File: config.mk
export PLATFORM = sky130hd
export DESIGN_NAME = slave_data_port
export DESIGN_NICKNAME = d
export VERILOG_FILES = /design/src/rtl/slave_data_port_pkg.sv /design/src/rtl/slave_data_port.sv /design/src/rtl/interval_timer.sv /design/src/rtl/input_debounce.sv
export SDC_FILE = /design/constraint.sdc
export NUM_CORES = 1
export LEC_CHECK = 0
export BUFFER_PORTS_ARGS = -buffer_cell sky130_fd_sc_hd__buf_2
export CORE_AREA = 2 2 154 156
export DETAILED_ROUTE_END_ITERATION = 10
export DIE_AREA = 0 0 156 158
export GPL_TIMING_DRIVEN = 1
export SYNTH_ARGS = -nofsm -noshare
export SYNTH_HDL_FRONTEND = slang
export SYNTH_SLANG_ARGS = --single-unit
File: constraint.sdc
create_clock -name clk -period 4.05 [get_ports clk]
set_clock_uncertainty 0.1 [all_clocks]
set_input_delay 0.81 -clock clk [delete_from_list [all_inputs] [get_ports clk]]
set_output_delay 0.81 -clock clk [all_outputs]
set_load 0.05 [all_outputs]
File: src/rtl/slave_data_port_pkg.sv
// Shared constants, register map and types of the slave data port.
package slave_data_port_pkg;

    localparam int CLK_PERIOD_PS = 8000;

    localparam int T_SETUP_NS       = 500;
    localparam int T_STROBE_NS      = 5500;
    localparam int T_SAMPLE_NS      = 12000;
    localparam int T_BLOCK_NS       = 256000;
    localparam int T_FILTER_BASE_NS = 128000;

    localparam int SETUP_CYCLES       = (T_SETUP_NS * 1000 + CLK_PERIOD_PS - 1) / CLK_PERIOD_PS;
    localparam int STROBE_CYCLES      = (T_STROBE_NS * 1000 + CLK_PERIOD_PS - 1) / CLK_PERIOD_PS;
    localparam int SAMPLE_CYCLES      = (T_SAMPLE_NS * 1000) / CLK_PERIOD_PS;
    localparam int BLOCK_CYCLES       = (T_BLOCK_NS * 1000) / CLK_PERIOD_PS;
    localparam int FILTER_BASE_CYCLES = (T_FILTER_BASE_NS * 1000) / CLK_PERIOD_PS;

    localparam int CH_NUM     = 4;
    localparam int SEQ_CNT_W  = 10;
    localparam int TMR_W      = 16;
    localparam int FILT_CNT_W = 21;

    localparam logic [11:0] ADDR_CONFIG    = 12'h000;
    localparam logic [11:0] ADDR_INVERT    = 12'h004;
    localparam logic [11:0] ADDR_FILTER_EN = 12'h008;
    localparam logic [11:0] ADDR_TIME_CODE = 12'h00C;
    localparam logic [11:0] ADDR_STATUS    = 12'h010;

    localparam int CFG_MUX_BIT      = 0;
    localparam int CFG_JOINT_BIT    = 1;
    localparam int CFG_PIN_FILT_BIT = 2;
    localparam int ST_OUT_LSB       = 0;
    localparam int ST_IN_LSB        = 4;
    localparam int ST_DISABLE_BIT   = 8;
    localparam int ST_BUSY_BIT      = 9;
    localparam int ST_FLOAT_BIT     = 10;

    localparam logic [3:0] OUT_RESET        = 4'hF;
    localparam logic [3:0] INVERT_RESET     = 4'h0;
    localparam logic [3:0] FILTER_EN_RESET  = 4'h0;
    localparam logic [2:0] TIME_CODE_RESET  = 3'h0;
    localparam logic [2:0] TIME_CODE_CYCLE  = 3'h7;

    typedef struct packed {
        logic       filter_by_pin_flag;
        logic       joint_invert;
        logic       multiplex_data;
        logic [3:0] input_invert_select;
        logic [3:0] input_filter_enable;
        logic [2:0] input_filter_time_code;
    } port_cfg_s;

    localparam port_cfg_s CFG_RESET = '{1'b0, 1'b0, 1'b0, INVERT_RESET, FILTER_EN_RESET,
                                        TIME_CODE_RESET};

    typedef enum logic [1:0] {SEQ_IDLE, SEQ_SETUP, SEQ_STROBE} seq_state_e;

endpackage

File: src/rtl/slave_data_port.sv
// Slave data port: output drive, data strobe, input sampling, inversion and filtering.
`timescale 1ns/1ps
module slave_data_port
    import slave_data_port_pkg::*;
#(
    parameter int BLOCK_CNT       = BLOCK_CYCLES,
    parameter int FILTER_BASE_CNT = FILTER_BASE_CYCLES
)
(
    // Clock and reset.
    input  wire logic        clk,
    input  wire logic        rst_b,
    // APB register port.
    input  wire logic        psel,
    input  wire logic        penable,
    input  wire logic        pwrite,
    input  wire logic [11:0] paddr,
    input  wire logic [31:0] pwdata,
    output logic      [31:0] prdata,
    output logic             pready,
    output logic             pslverr,
    // Protocol events.
    input  wire logic        exch_req,
    input  wire logic [3:0]  exch_out_data,
    input  wire logic        delete_addr,
    input  wire logic        write_param,
    // Port pins.
    input  wire logic [3:0]  in_pin,
    input  wire logic        p1_pin,
    output logic      [3:0]  out_pin_oe,
    output logic             strobe_oe,
    // Input data for the slave response.
    output logic      [3:0]  in_data,
    output logic             in_data_valid,
    output logic             exchange_disable
);

    port_cfg_s             cfg_r;
    logic [3:0]            out_reg_r;
    logic                  exch_dis_r;
    logic                  init_pending_r;
    logic                  float_r;
    seq_state_e            seq_state_r;
    seq_state_e            seq_state_nxt;
    logic [SEQ_CNT_W-1:0]  seq_cnt_r;
    logic [SEQ_CNT_W-1:0]  seq_cnt_nxt;
    logic [4:0]            pin_meta_r;
    logic [4:0]            pin_sync_r;
    logic [3:0]            inv_data;
    logic [3:0]            filt_data;
    logic [3:0]            raw_cap_r;
    logic [3:0]            use_filt;
    logic [3:0]            in_data_r;
    logic                  in_valid_r;
    logic                  sample_d_r;
    logic [3:0]            oe_r;
    logic                  strobe_r;
    logic [31:0]           prdata_r;
    logic                  pready_r;
    logic                  pslverr_r;
    logic                  clear_start;
    logic                  data_start;
    logic                  sample_done;
    logic                  sample_take;
    logic                  block_busy;
    logic                  cycle_mode;
    logic                  p1_level;
    logic                  apb_setup;
    logic                  apb_write;
    logic [31:0]           rd_data;
    logic                  rd_hit;

    // Pin inputs pass two flip-flops before any logic reads them.
    always_ff @(posedge clk or negedge rst_b) begin
        if (!rst_b) begin
            pin_meta_r <= '0;
            pin_sync_r <= '0;
        end else begin
            pin_meta_r <= {p1_pin, in_pin};
            pin_sync_r <= pin_meta_r;
        end
    end

    assign p1_level   = pin_sync_r[4];
    assign cycle_mode = (cfg_r.input_filter_time_code == TIME_CODE_CYCLE);

    // Sequence starts: reset and delete always, exchanges only while enabled and idle.
    assign clear_start = delete_addr | init_pending_r;
    assign data_start  = exch_req & ~exch_dis_r & ~clear_start
                         & (seq_state_r == SEQ_IDLE);

    always_ff @(posedge clk or negedge rst_b) begin
        if (!rst_b) begin
            init_pending_r <= 1'b1;
        end else begin
            init_pending_r <= 1'b0;
        end
    end

    // Disable flag: set by reset and delete, cleared by a parameter write; set wins.
    always_ff @(posedge clk or negedge rst_b) begin
        if (!rst_b) begin
            exch_dis_r <= 1'b1;
        end else if (delete_addr) begin
            exch_dis_r <= 1'b1;
        end else if (write_param) begin
            exch_dis_r <= 1'b0;
        end
    end

    // Output register.
    always_ff @(posedge clk or negedge rst_b) begin
        if (!rst_b) begin
            out_reg_r <= OUT_RESET;
        end else if (clear_start) begin
            out_reg_r <= OUT_RESET;
        end else if (data_start) begin
            out_reg_r <= exch_out_data;
        end
    end

    // Driver float control: multiplexed mode floats from setup until the input sample.
    always_ff @(posedge clk or negedge rst_b) begin
        if (!rst_b) begin
            float_r <= 1'b1;
        end else if (clear_start) begin
            float_r <= 1'b1;
        end else if (data_start) begin
            float_r <= cfg_r.multiplex_data;
        end else if (sample_done && !exch_dis_r) begin
            float_r <= 1'b0;
        end
    end

    // Strobe sequence: setup time with data driven outside multiplexed mode, then the low strobe pulse.
    always_comb begin
        seq_state_nxt = seq_state_r;
        seq_cnt_nxt   = seq_cnt_r + 1'b1;
        if (clear_start || data_start) begin
            seq_state_nxt = SEQ_SETUP;
            seq_cnt_nxt   = '0;
        end else begin
            unique case (seq_state_r)
                SEQ_IDLE: begin
                    seq_cnt_nxt = '0;
                end
                SEQ_SETUP: begin
                    if (seq_cnt_r == SEQ_CNT_W'(SETUP_CYCLES - 1)) begin
                        seq_state_nxt = SEQ_STROBE;
                        seq_cnt_nxt   = '0;
                    end
                end
                SEQ_STROBE: begin
                    if (seq_cnt_r == SEQ_CNT_W'(STROBE_CYCLES - 1)) begin
                        seq_state_nxt = SEQ_IDLE;
                        seq_cnt_nxt   = '0;
                    end
                end
                default: begin
                    seq_state_nxt = SEQ_IDLE;
                    seq_cnt_nxt   = '0;
                end
            endcase
        end
    end

    always_ff @(posedge clk or negedge rst_b) begin
        if (!rst_b) begin
            seq_state_r <= SEQ_IDLE;
            seq_cnt_r   <= '0;
        end else begin
            seq_state_r <= seq_state_nxt;
            seq_cnt_r   <= seq_cnt_nxt;
        end
    end

    // Pin drivers; an output bit at zero pulls its pin low unless the driver floats.
    always_ff @(posedge clk or negedge rst_b) begin
        if (!rst_b) begin
            oe_r     <= '0;
            strobe_r <= 1'b0;
        end else begin
            oe_r     <= ~out_reg_r & {CH_NUM{~float_r}};
            strobe_r <= (seq_state_nxt == SEQ_STROBE);
        end
    end

    // Input sample point after new output data, and the bus-cycle blocking window.
    interval_timer u_sample_tmr (
        .clk      (clk),
        .rst_b    (rst_b),
        .load     (data_start),
        .load_val (TMR_W'(SAMPLE_CYCLES)),
        .busy     (),
        .done     (sample_done)
    );

    assign sample_take = sample_done & ~exch_dis_r & ~(cycle_mode & block_busy);

    interval_timer u_block_tmr (
        .clk      (clk),
        .rst_b    (rst_b),
        .load     (sample_take & cycle_mode),
        .load_val (TMR_W'(BLOCK_CNT)),
        .busy     (block_busy),
        .done     ()
    );

    // Input inversion ahead of the filters.
    assign inv_data = cfg_r.joint_invert ? ~pin_sync_r[3:0]
                    : pin_sync_r[3:0] ^ cfg_r.input_invert_select;

    for (genvar ch = 0; ch < CH_NUM; ch++) begin : g_filter
        input_debounce #(
            .BASE_CYCLES (FILTER_BASE_CNT)
        ) u_debounce (
            .clk        (clk),
            .rst_b      (rst_b),
            .d          (inv_data[ch]),
            .time_code  (cfg_r.input_filter_time_code),
            .sample_evt (sample_take),
            .q          (filt_data[ch])
        );
    end

    assign use_filt = cfg_r.input_filter_enable
                      & {CH_NUM{~(cfg_r.filter_by_pin_flag & p1_level)}};

    // Input register, loaded one cycle after the sample so the filters have settled.
    always_ff @(posedge clk or negedge rst_b) begin
        if (!rst_b) begin
            raw_cap_r  <= '0;
            sample_d_r <= 1'b0;
            in_data_r  <= '0;
            in_valid_r <= 1'b0;
        end else begin
            sample_d_r <= sample_take;
            in_valid_r <= sample_d_r;
            if (sample_take) begin
                raw_cap_r <= inv_data;
            end
            if (sample_d_r) begin
                in_data_r <= (use_filt & filt_data) | (~use_filt & raw_cap_r);
            end
        end
    end

    // APB slave: answers in the first access cycle, unmapped addresses flag an error.
    assign apb_setup = psel & ~penable;
    assign apb_write = psel & penable & pready_r & pwrite;

    always_comb begin
        rd_data = '0;
        rd_hit  = 1'b1;
        unique case (paddr)
            ADDR_CONFIG: begin
                rd_data[CFG_MUX_BIT]      = cfg_r.multiplex_data;
                rd_data[CFG_JOINT_BIT]    = cfg_r.joint_invert;
                rd_data[CFG_PIN_FILT_BIT] = cfg_r.filter_by_pin_flag;
            end
            ADDR_INVERT: begin
                rd_data[3:0] = cfg_r.input_invert_select;
            end
            ADDR_FILTER_EN: begin
                rd_data[3:0] = cfg_r.input_filter_enable;
            end
            ADDR_TIME_CODE: begin
                rd_data[2:0] = cfg_r.input_filter_time_code;
            end
            ADDR_STATUS: begin
                rd_data[ST_OUT_LSB +: 4] = out_reg_r;
                rd_data[ST_IN_LSB +: 4]  = in_data_r;
                rd_data[ST_DISABLE_BIT]  = exch_dis_r;
                rd_data[ST_BUSY_BIT]     = (seq_state_r != SEQ_IDLE);
                rd_data[ST_FLOAT_BIT]    = float_r;
            end
            default: begin
                rd_hit = 1'b0;
            end
        endcase
    end

    always_ff @(posedge clk or negedge rst_b) begin
        if (!rst_b) begin
            pready_r  <= 1'b0;
            pslverr_r <= 1'b0;
            prdata_r  <= '0;
        end else begin
            pready_r  <= apb_setup;
            pslverr_r <= apb_setup & ~rd_hit;
            if (apb_setup && !pwrite) begin
                prdata_r <= rd_data;
            end else if (apb_setup) begin
                prdata_r <= '0;
            end
        end
    end

    always_ff @(posedge clk or negedge rst_b) begin
        if (!rst_b) begin
            cfg_r <= CFG_RESET;
        end else if (apb_write) begin
            unique case (paddr)
                ADDR_CONFIG: begin
                    cfg_r.multiplex_data     <= pwdata[CFG_MUX_BIT];
                    cfg_r.joint_invert       <= pwdata[CFG_JOINT_BIT];
                    cfg_r.filter_by_pin_flag <= pwdata[CFG_PIN_FILT_BIT];
                end
                ADDR_INVERT: begin
                    cfg_r.input_invert_select <= pwdata[3:0];
                end
                ADDR_FILTER_EN: begin
                    cfg_r.input_filter_enable <= pwdata[3:0];
                end
                ADDR_TIME_CODE: begin
                    cfg_r.input_filter_time_code <= pwdata[2:0];
                end
                default: begin
                    cfg_r <= cfg_r;
                end
            endcase
        end
    end

    assign prdata           = prdata_r;
    assign pready           = pready_r;
    assign pslverr          = pslverr_r;
    assign out_pin_oe       = oe_r;
    assign strobe_oe        = strobe_r;
    assign in_data          = in_data_r;
    assign in_data_valid    = in_valid_r;
    assign exchange_disable = exch_dis_r;

endmodule

File: src/rtl/interval_timer.sv
// Loadable down counter that flags the end of an interval.
`timescale 1ns/1ps
module interval_timer
    import slave_data_port_pkg::*;
(
    // Clock and reset.
    input  wire logic             clk,
    input  wire logic             rst_b,
    // Control.
    input  wire logic             load,
    input  wire logic [TMR_W-1:0] load_val,
    // Status.
    output logic                  busy,
    output logic                  done
);

    logic [TMR_W-1:0] count_r;

    always_ff @(posedge clk or negedge rst_b) begin
        if (!rst_b) begin
            count_r <= '0;
        end else if (load) begin
            count_r <= load_val;
        end else if (count_r != '0) begin
            count_r <= count_r - 1'b1;
        end
    end

    assign busy = (count_r != '0);
    assign done = (count_r == TMR_W'(1)) && !load;

endmodule

File: src/rtl/input_debounce.sv
// One input channel filter with a time mode and a bus-cycle mode.
`timescale 1ns/1ps
module input_debounce
    import slave_data_port_pkg::*;
#(
    parameter int BASE_CYCLES = FILTER_BASE_CYCLES
)
(
    // Clock and reset.
    input  wire logic       clk,
    input  wire logic       rst_b,
    // Input level and filter setup.
    input  wire logic       d,
    input  wire logic [2:0] time_code,
    input  wire logic       sample_evt,
    // Filtered level.
    output logic            q
);

    logic [FILT_CNT_W-1:0] cnt_r;
    logic [FILT_CNT_W-1:0] limit;
    logic                  prev_r;
    logic                  q_r;
    logic                  cycle_mode;

    assign cycle_mode = (time_code == TIME_CODE_CYCLE);
    assign limit      = FILT_CNT_W'(BASE_CYCLES) << time_code;

    always_ff @(posedge clk or negedge rst_b) begin
        if (!rst_b) begin
            cnt_r  <= '0;
            prev_r <= 1'b0;
            q_r    <= 1'b0;
        end else if (cycle_mode) begin
            cnt_r <= '0;
            if (sample_evt) begin
                prev_r <= d;
                if (d == prev_r) begin
                    q_r <= d;
                end
            end
        end else if (d == q_r) begin
            cnt_r <= '0;
        end else if (cnt_r >= limit - 1'b1) begin
            q_r   <= d;
            cnt_r <= '0;
        end else begin
            cnt_r <= cnt_r + 1'b1;
        end
    end

    assign q = q_r;

endmodule

; Yosys cells after proc, flatten, opt, wreduce, memory -nomap -nowiden
; Index checks and enable logic that the tools add are counted.
[word_totals]
elab_cells = 198
in_bits = 61
ff_bits = 216
[op_classes]
eq_ne = 28
shift = 1
add_sub_neg = 8
n_mux = 58
n_bitwise = 30
magnitude_cmp = 4
n_reduce_logical = 32
[op_table]
columns = op, count
row1 = 21-bit 2-to-1 mux, 12
row2 = 21-bit by 1-bit adder with 21-bit output (second input constant), 4
row3 = 21-bit >= comparator, 4
row4 = 16-bit 2-to-1 mux, 4
row5 = 32-bit 2-to-1 mux, 2
row6 = 16-bit nonzero test, 2
row7 = 16-bit by 1-bit subtractor with 16-bit output (second input constant), 2
row8 = 10-bit 2-to-1 mux, 3
row9 = 1-bit 2-to-1 mux, 26
row10 = 12-bit by 4-bit == test with 1-bit output (second input constant), 2
row11 = 14-bit by 3-bit left shift with 21-bit output (first input constant), 1
row12 = 21-bit by 1-bit subtractor with 21-bit output (second input constant), 1
row13 = 10-bit case mux with 2 select lines, 1
row14 = 2-bit nonzero test, 10
row15 = 4-bit bitwise AND, 4
row16 = 16-bit by 1-bit == test with 1-bit output (second input constant), 1
row17 = 4-bit AND reduction, 4
row18 = 3-bit case mux with 5 select lines, 1
row19 = 1-bit bitwise AND, 13
row20 = 12-bit by 3-bit == test with 1-bit output (second input constant), 1
row21 = 12-bit by 5-bit == test with 1-bit output (second input constant), 1
row22 = 12-bit logical NOT, 1
row23 = 4-bit 2-to-1 mux, 3
row24 = 4-bit inverter, 3
row25 = other kinds (24), 55

; Logic depth before layout (Yosys ltp)
[logic_depth]
word_depth = 10
mapped_depth = 14

; Hierarchy
; Synthesis repeated with hierarchy kept, for this count alone.
[hier_totals]
cells_unflattened = 1190
hier_area_um2 = 11957.7
[modules_own_cells]
columns = mod, cells_per_inst, area_per_inst_um2, n_inst
row1 = input_debounce, 166, 1632.8, 4
row2 = slave_data_port, 278, 3196.8, 1
row3 = interval_timer, 124, 1114.8, 2

; Worst setup path before layout
; No wires, ideal clock.
[synth_timing]
kind = register to register
startpoint = register cfg_r[2] in the netlist's numbering
endpoint = register g_filter[2].u_debounce.cnt_r[11]
setup_slack_ns = 0.668
arrival_ns = 3.150
required_ns = 3.818
path_stages_with_launch = 14
setup_time_ns = 0.132
path_cell_list = dfrtp_1 buf_4 nand2_1 nor2_1 clkbuf_1 clkinv_1 ha_1 o2111ai_1 a2111oi_0 a21bo_2 o211a_1 nand2_1 clkbuf_1 nor2_1
[synth_via]
elab_chain_cells = 6
[synth_rtl]
columns = item, line_no
row1 = from (decl), slave_data_port.sv:38  ; port_cfg_s cfg_r;
row2 = from (signal assigned), slave_data_port.sv:319  ; cfg_r <= cfg_r;
row3 = 14-bit by 3-bit left shift with 21-bit output, input_debounce.sv:27  ; assign limit = FILT_CNT_W'(BASE_CYCLES) << time_code;
row4 = 21-bit by 1-bit subtractor with 21-bit output, input_debounce.sv:44  ; end else if (cnt_r >= limit - 1'b1) begin
row5 = 21-bit >= comparator, input_debounce.sv:44
row6 = 21-bit 2-to-1 mux, input_debounce.sv:44
row7 = 21-bit 2-to-1 mux, input_debounce.sv:42  ; end else if (d == q_r) begin
row8 = 21-bit 2-to-1 mux (*), input_debounce.sv:34  ; end else if (cycle_mode) begin
row9 = to (signal assigned), input_debounce.sv:48  ; cnt_r <= cnt_r + 1'b1;
row10 = to (decl), input_debounce.sv:20  ; logic [FILT_CNT_W-1:0] cnt_r;
; Mark *: on every way between the ends. The rest lies on a longest branch, timed or not.
; A chain may end at the register's enable or synchronous reset.

; Final worst setup path
[layout_timing]
startpoint = register cfg_r[1] in the netlist's numbering
endpoint = register g_filter[1].u_debounce.cnt_r[9]
[layout_via]
elab_chain_cells = 6
[layout_rtl]
columns = item, line_no
row1 = 14-bit by 3-bit left shift with 21-bit output, input_debounce.sv:27
row2 = 21-bit by 1-bit subtractor with 21-bit output, input_debounce.sv:44
row3 = 21-bit >= comparator, input_debounce.sv:44
row4 = 21-bit 2-to-1 mux, input_debounce.sv:44
row5 = 21-bit 2-to-1 mux, input_debounce.sv:42
row6 = 21-bit 2-to-1 mux (*), input_debounce.sv:34
row7 = to (signal assigned), input_debounce.sv:48
row8 = to (decl), input_debounce.sv:20
; Marked as above.

==> impl_metrics.json <==
{
  "synth_top_area_share": 0.453,
  "finalHoldViolations": 0,
  "status": "completed",
  "crit_required_ns": 4.31,
  "core_region_area_um2": 23100,
  "grt_use_met2": 0.304,
  "use_met3": 0.0383,
  "endpoint_kind": "flip-flop",
  "synth_cell_types": 71,
  "grt-busiest-layer": "met2",
  "worstMarginPinSlew_ns": 0.882,
  "min_path_type": "reg2reg",
  "synth-seq-cells": 195,
  "syn_area_um2": 10400,
  "num_rows": 56,
  "yosys_warnings": 0,
  "die-area_um2": 24600,
  "final_common_cell": "dfrtp_1",
  "powerDensity_nw_per_um2": 348,
  "hpwlAfterDp_um": 15200,
  "start_util": 0.451,
  "clk_pin_slew_ns": 0.08,
  "grt_use_total": 0.189,
  "r2r_start": "cfg_r[1]",
  "antenna_found_initial": 0,
  "clock_sinks": 195,
  "arrival_ns": 3.85,
  "hold_buffers": 0,
  "htreeDepth": 4,
  "drv_cap": 0,
  "grt_pass1_vias": 7472,
  "period_share": 0.887,
  "finish.utilization": 0.502,
  "die_x_um": 156,
  "first_iter_violations": 473,
  "relSlewSlack": 0.406,
  "grt_max_degree": 94,
  "startpoint": "cfg_r[1]",
  "min-delay-start": "pin_meta_r[2]",
  "vias": 7561,
  "diodes": 0,
  "die_h_um": 158,
  "syn_inst": 1067,
  "numPortBuffers": 56,
  "ir_worst_vdd_mv": 0.264,
  "layout_common_cells": "188 x dfrtp_1, 157 x nor2_1, 101 x nand2_1, 73 x nand3_1, 71 x xor2_1",
  "num_io_pins": 106,
  "cts_buffers": 17,
  "ant_nets": 0,
  "cts.root.buffer_cell": "clkbuf_16",
  "grtUsageMet1": 0.260,
  "num-nets-final": 1247,
  "gp_congestion": 0.802,
  "drc_errors": 0,
  "grt_pass1_wl_um": 37600,
  "rsz0062_at_grt": "no",
  "clock.fmax_ghz": 0.278,
  "slew_violations": 0,
  "viasPerCell": 5.27,
  "grt_overflow": 0,
  "p_leak_nw": 5.26,
  "pre_cts_slack_ns": 0.420,
  "drive_above_1_share": 0.135,
  "synth_area_per_cell_um2": 9.74,
  "synthFlopType": "dfrtp_1",
  "period_needed_ns": 3.59,
  "synth.area.top_cells": "dfrtp_1 45%, ha_1 6.4%, xor2_1 6.0%",
  "critPathLaunchType": "flip-flop",
  "synth-seq-area-share": 0.470,
  "post_cts_buffers": 0,
  "synthToLayoutAreaGrowth_pct": 11.4,
  "setup_tns_ns": 0,
  "critPathKind": "reg2reg",
  "ys_async_sr_fraction": 1.00,
  "clockBufferDepth": 2,
  "tritoncts": "built",
  "finalSetupViolations": 0,
  "wirelength_um": 21500,
  "yosys.area.top_type": "dfrtp_1",
  "cts_resized": 0,
  "wl_per_cell_um": 15.0,
  "first_pass_iters": 5,
  "fin_ws_ns": 0.459,
  "clock_latency_ns": 0.45,
  "synth_edf_count": 0,
  "cp_max_fo": 20
}
-- power by group --
group          internal (mW)  switching [mW]
registers               2.00          0.0507
clock network          0.878           0.841
logic                 0.0794           0.185
total                   2.96            1.08
-- critical path, stage by stage (launching register included) --
cell       delay [ns]
dfrtp_1          0.43
nand2_1          0.14
o21ai_0          0.72
ha_1             0.38
a21oi_1          0.13
o22ai_1          0.09
a2111oi_0        0.38
a2111oi_0        0.14
o21ai_0          0.19
buf_4            0.16
nand2_1          0.41
nor2_1           0.24
-- state kept, by name (all words and copies together), names as in the netlist, 5 cells and up --
signal / flops
g_filter.u_debounce.cnt_r: 84
u_block_tmr.count_r: 16
u_sample_tmr.count_r: 16
cfg_r: 14
prdata: 11
seq_cnt_r: 10
pin_meta_r: 5
pin_sync_r: 5
-- cell usage after synthesis (11+ instances only) --
library cell	instances
dfrtp_1	188
nor2_1	157
nand2_1	101
nand3_1	73
xor2_1	71
ha_1	53
xnor2_1	50
a21oi_1	33
o21ai_0	32
inv_1	26
buf_4	23
nor3_1	21
clkbuf_1	18
mux2_2	18
nand4_1	18
mux2i_1	13
a21o_1	12
nor2_2	11
-- final timing paths --
kind	end	slack, ns	cells past startpoint
setup / recovery	g_filter[1].u_debounce.cnt_r[9]	0.46	11
hold / removal	pin_sync_r[2]	0.26	0
setup reg to reg	g_filter[1].u_debounce.cnt_r[9]	0.46	11
hold reg to reg	pin_sync_r[2]	0.26	0
max in group asynchronous	float_r	2.68	2
min in group asynchronous	g_filter[1].u_debounce.cnt_r[4]	0.34	1
-- area by class of cell --
cell class / instances / area (um2)
inverters: 29 / 109
repair buffers: 75 / 444
well taps: 290 / 363
multi-input cells: 815 / 5180
clock inverters: 15 / 168
flip-flops and latches: 195 / 4890
clock buffers: 17 / 425
fillers: 2146 / 11500
-- logic make-up after synthesis --
group                      Yosys count  synth area share
AOI/OAI and AO/OA                  132            0.0838
and+or+nand+nor                    451             0.204
DFF                                195             0.470
buffers and inverters               78            0.0389
adders and majority gates           58            0.0687
xor gates and xnor gates           121             0.102
other                                1          0.000361
muxes                               31            0.0320
-- per-layer routing --
layer / wire length (um) / share of wire / vias to the layer above
met1: 10300 / 0.48 / 3642
met4: 355 / 0.016 / 0
met5: 0 / 0 / -
met2: 10200 / 0.47 / 116
met3: 782 / 0.036 / 23
li1: - / - / 3780
-- metrics by stage --
stage | power [mW] | instance area, um2 | cells | hold WS (ns)
floorplan | 2.27 | 10500 | 1088 | 0.231
global placement | 2.35 | 11000 | 1404 | 0.232
detailed placement | 2.36 | 11000 | 1404 | 0.237
CTS | 4.09 | 11600 | 1436 | 0.264
global route | 4.21 | 11600 | 1436 | 0.271
finish | 4.03 | 11600 | 1436 | 0.256
No activity file was read; power rests on OpenSTA's default activity.
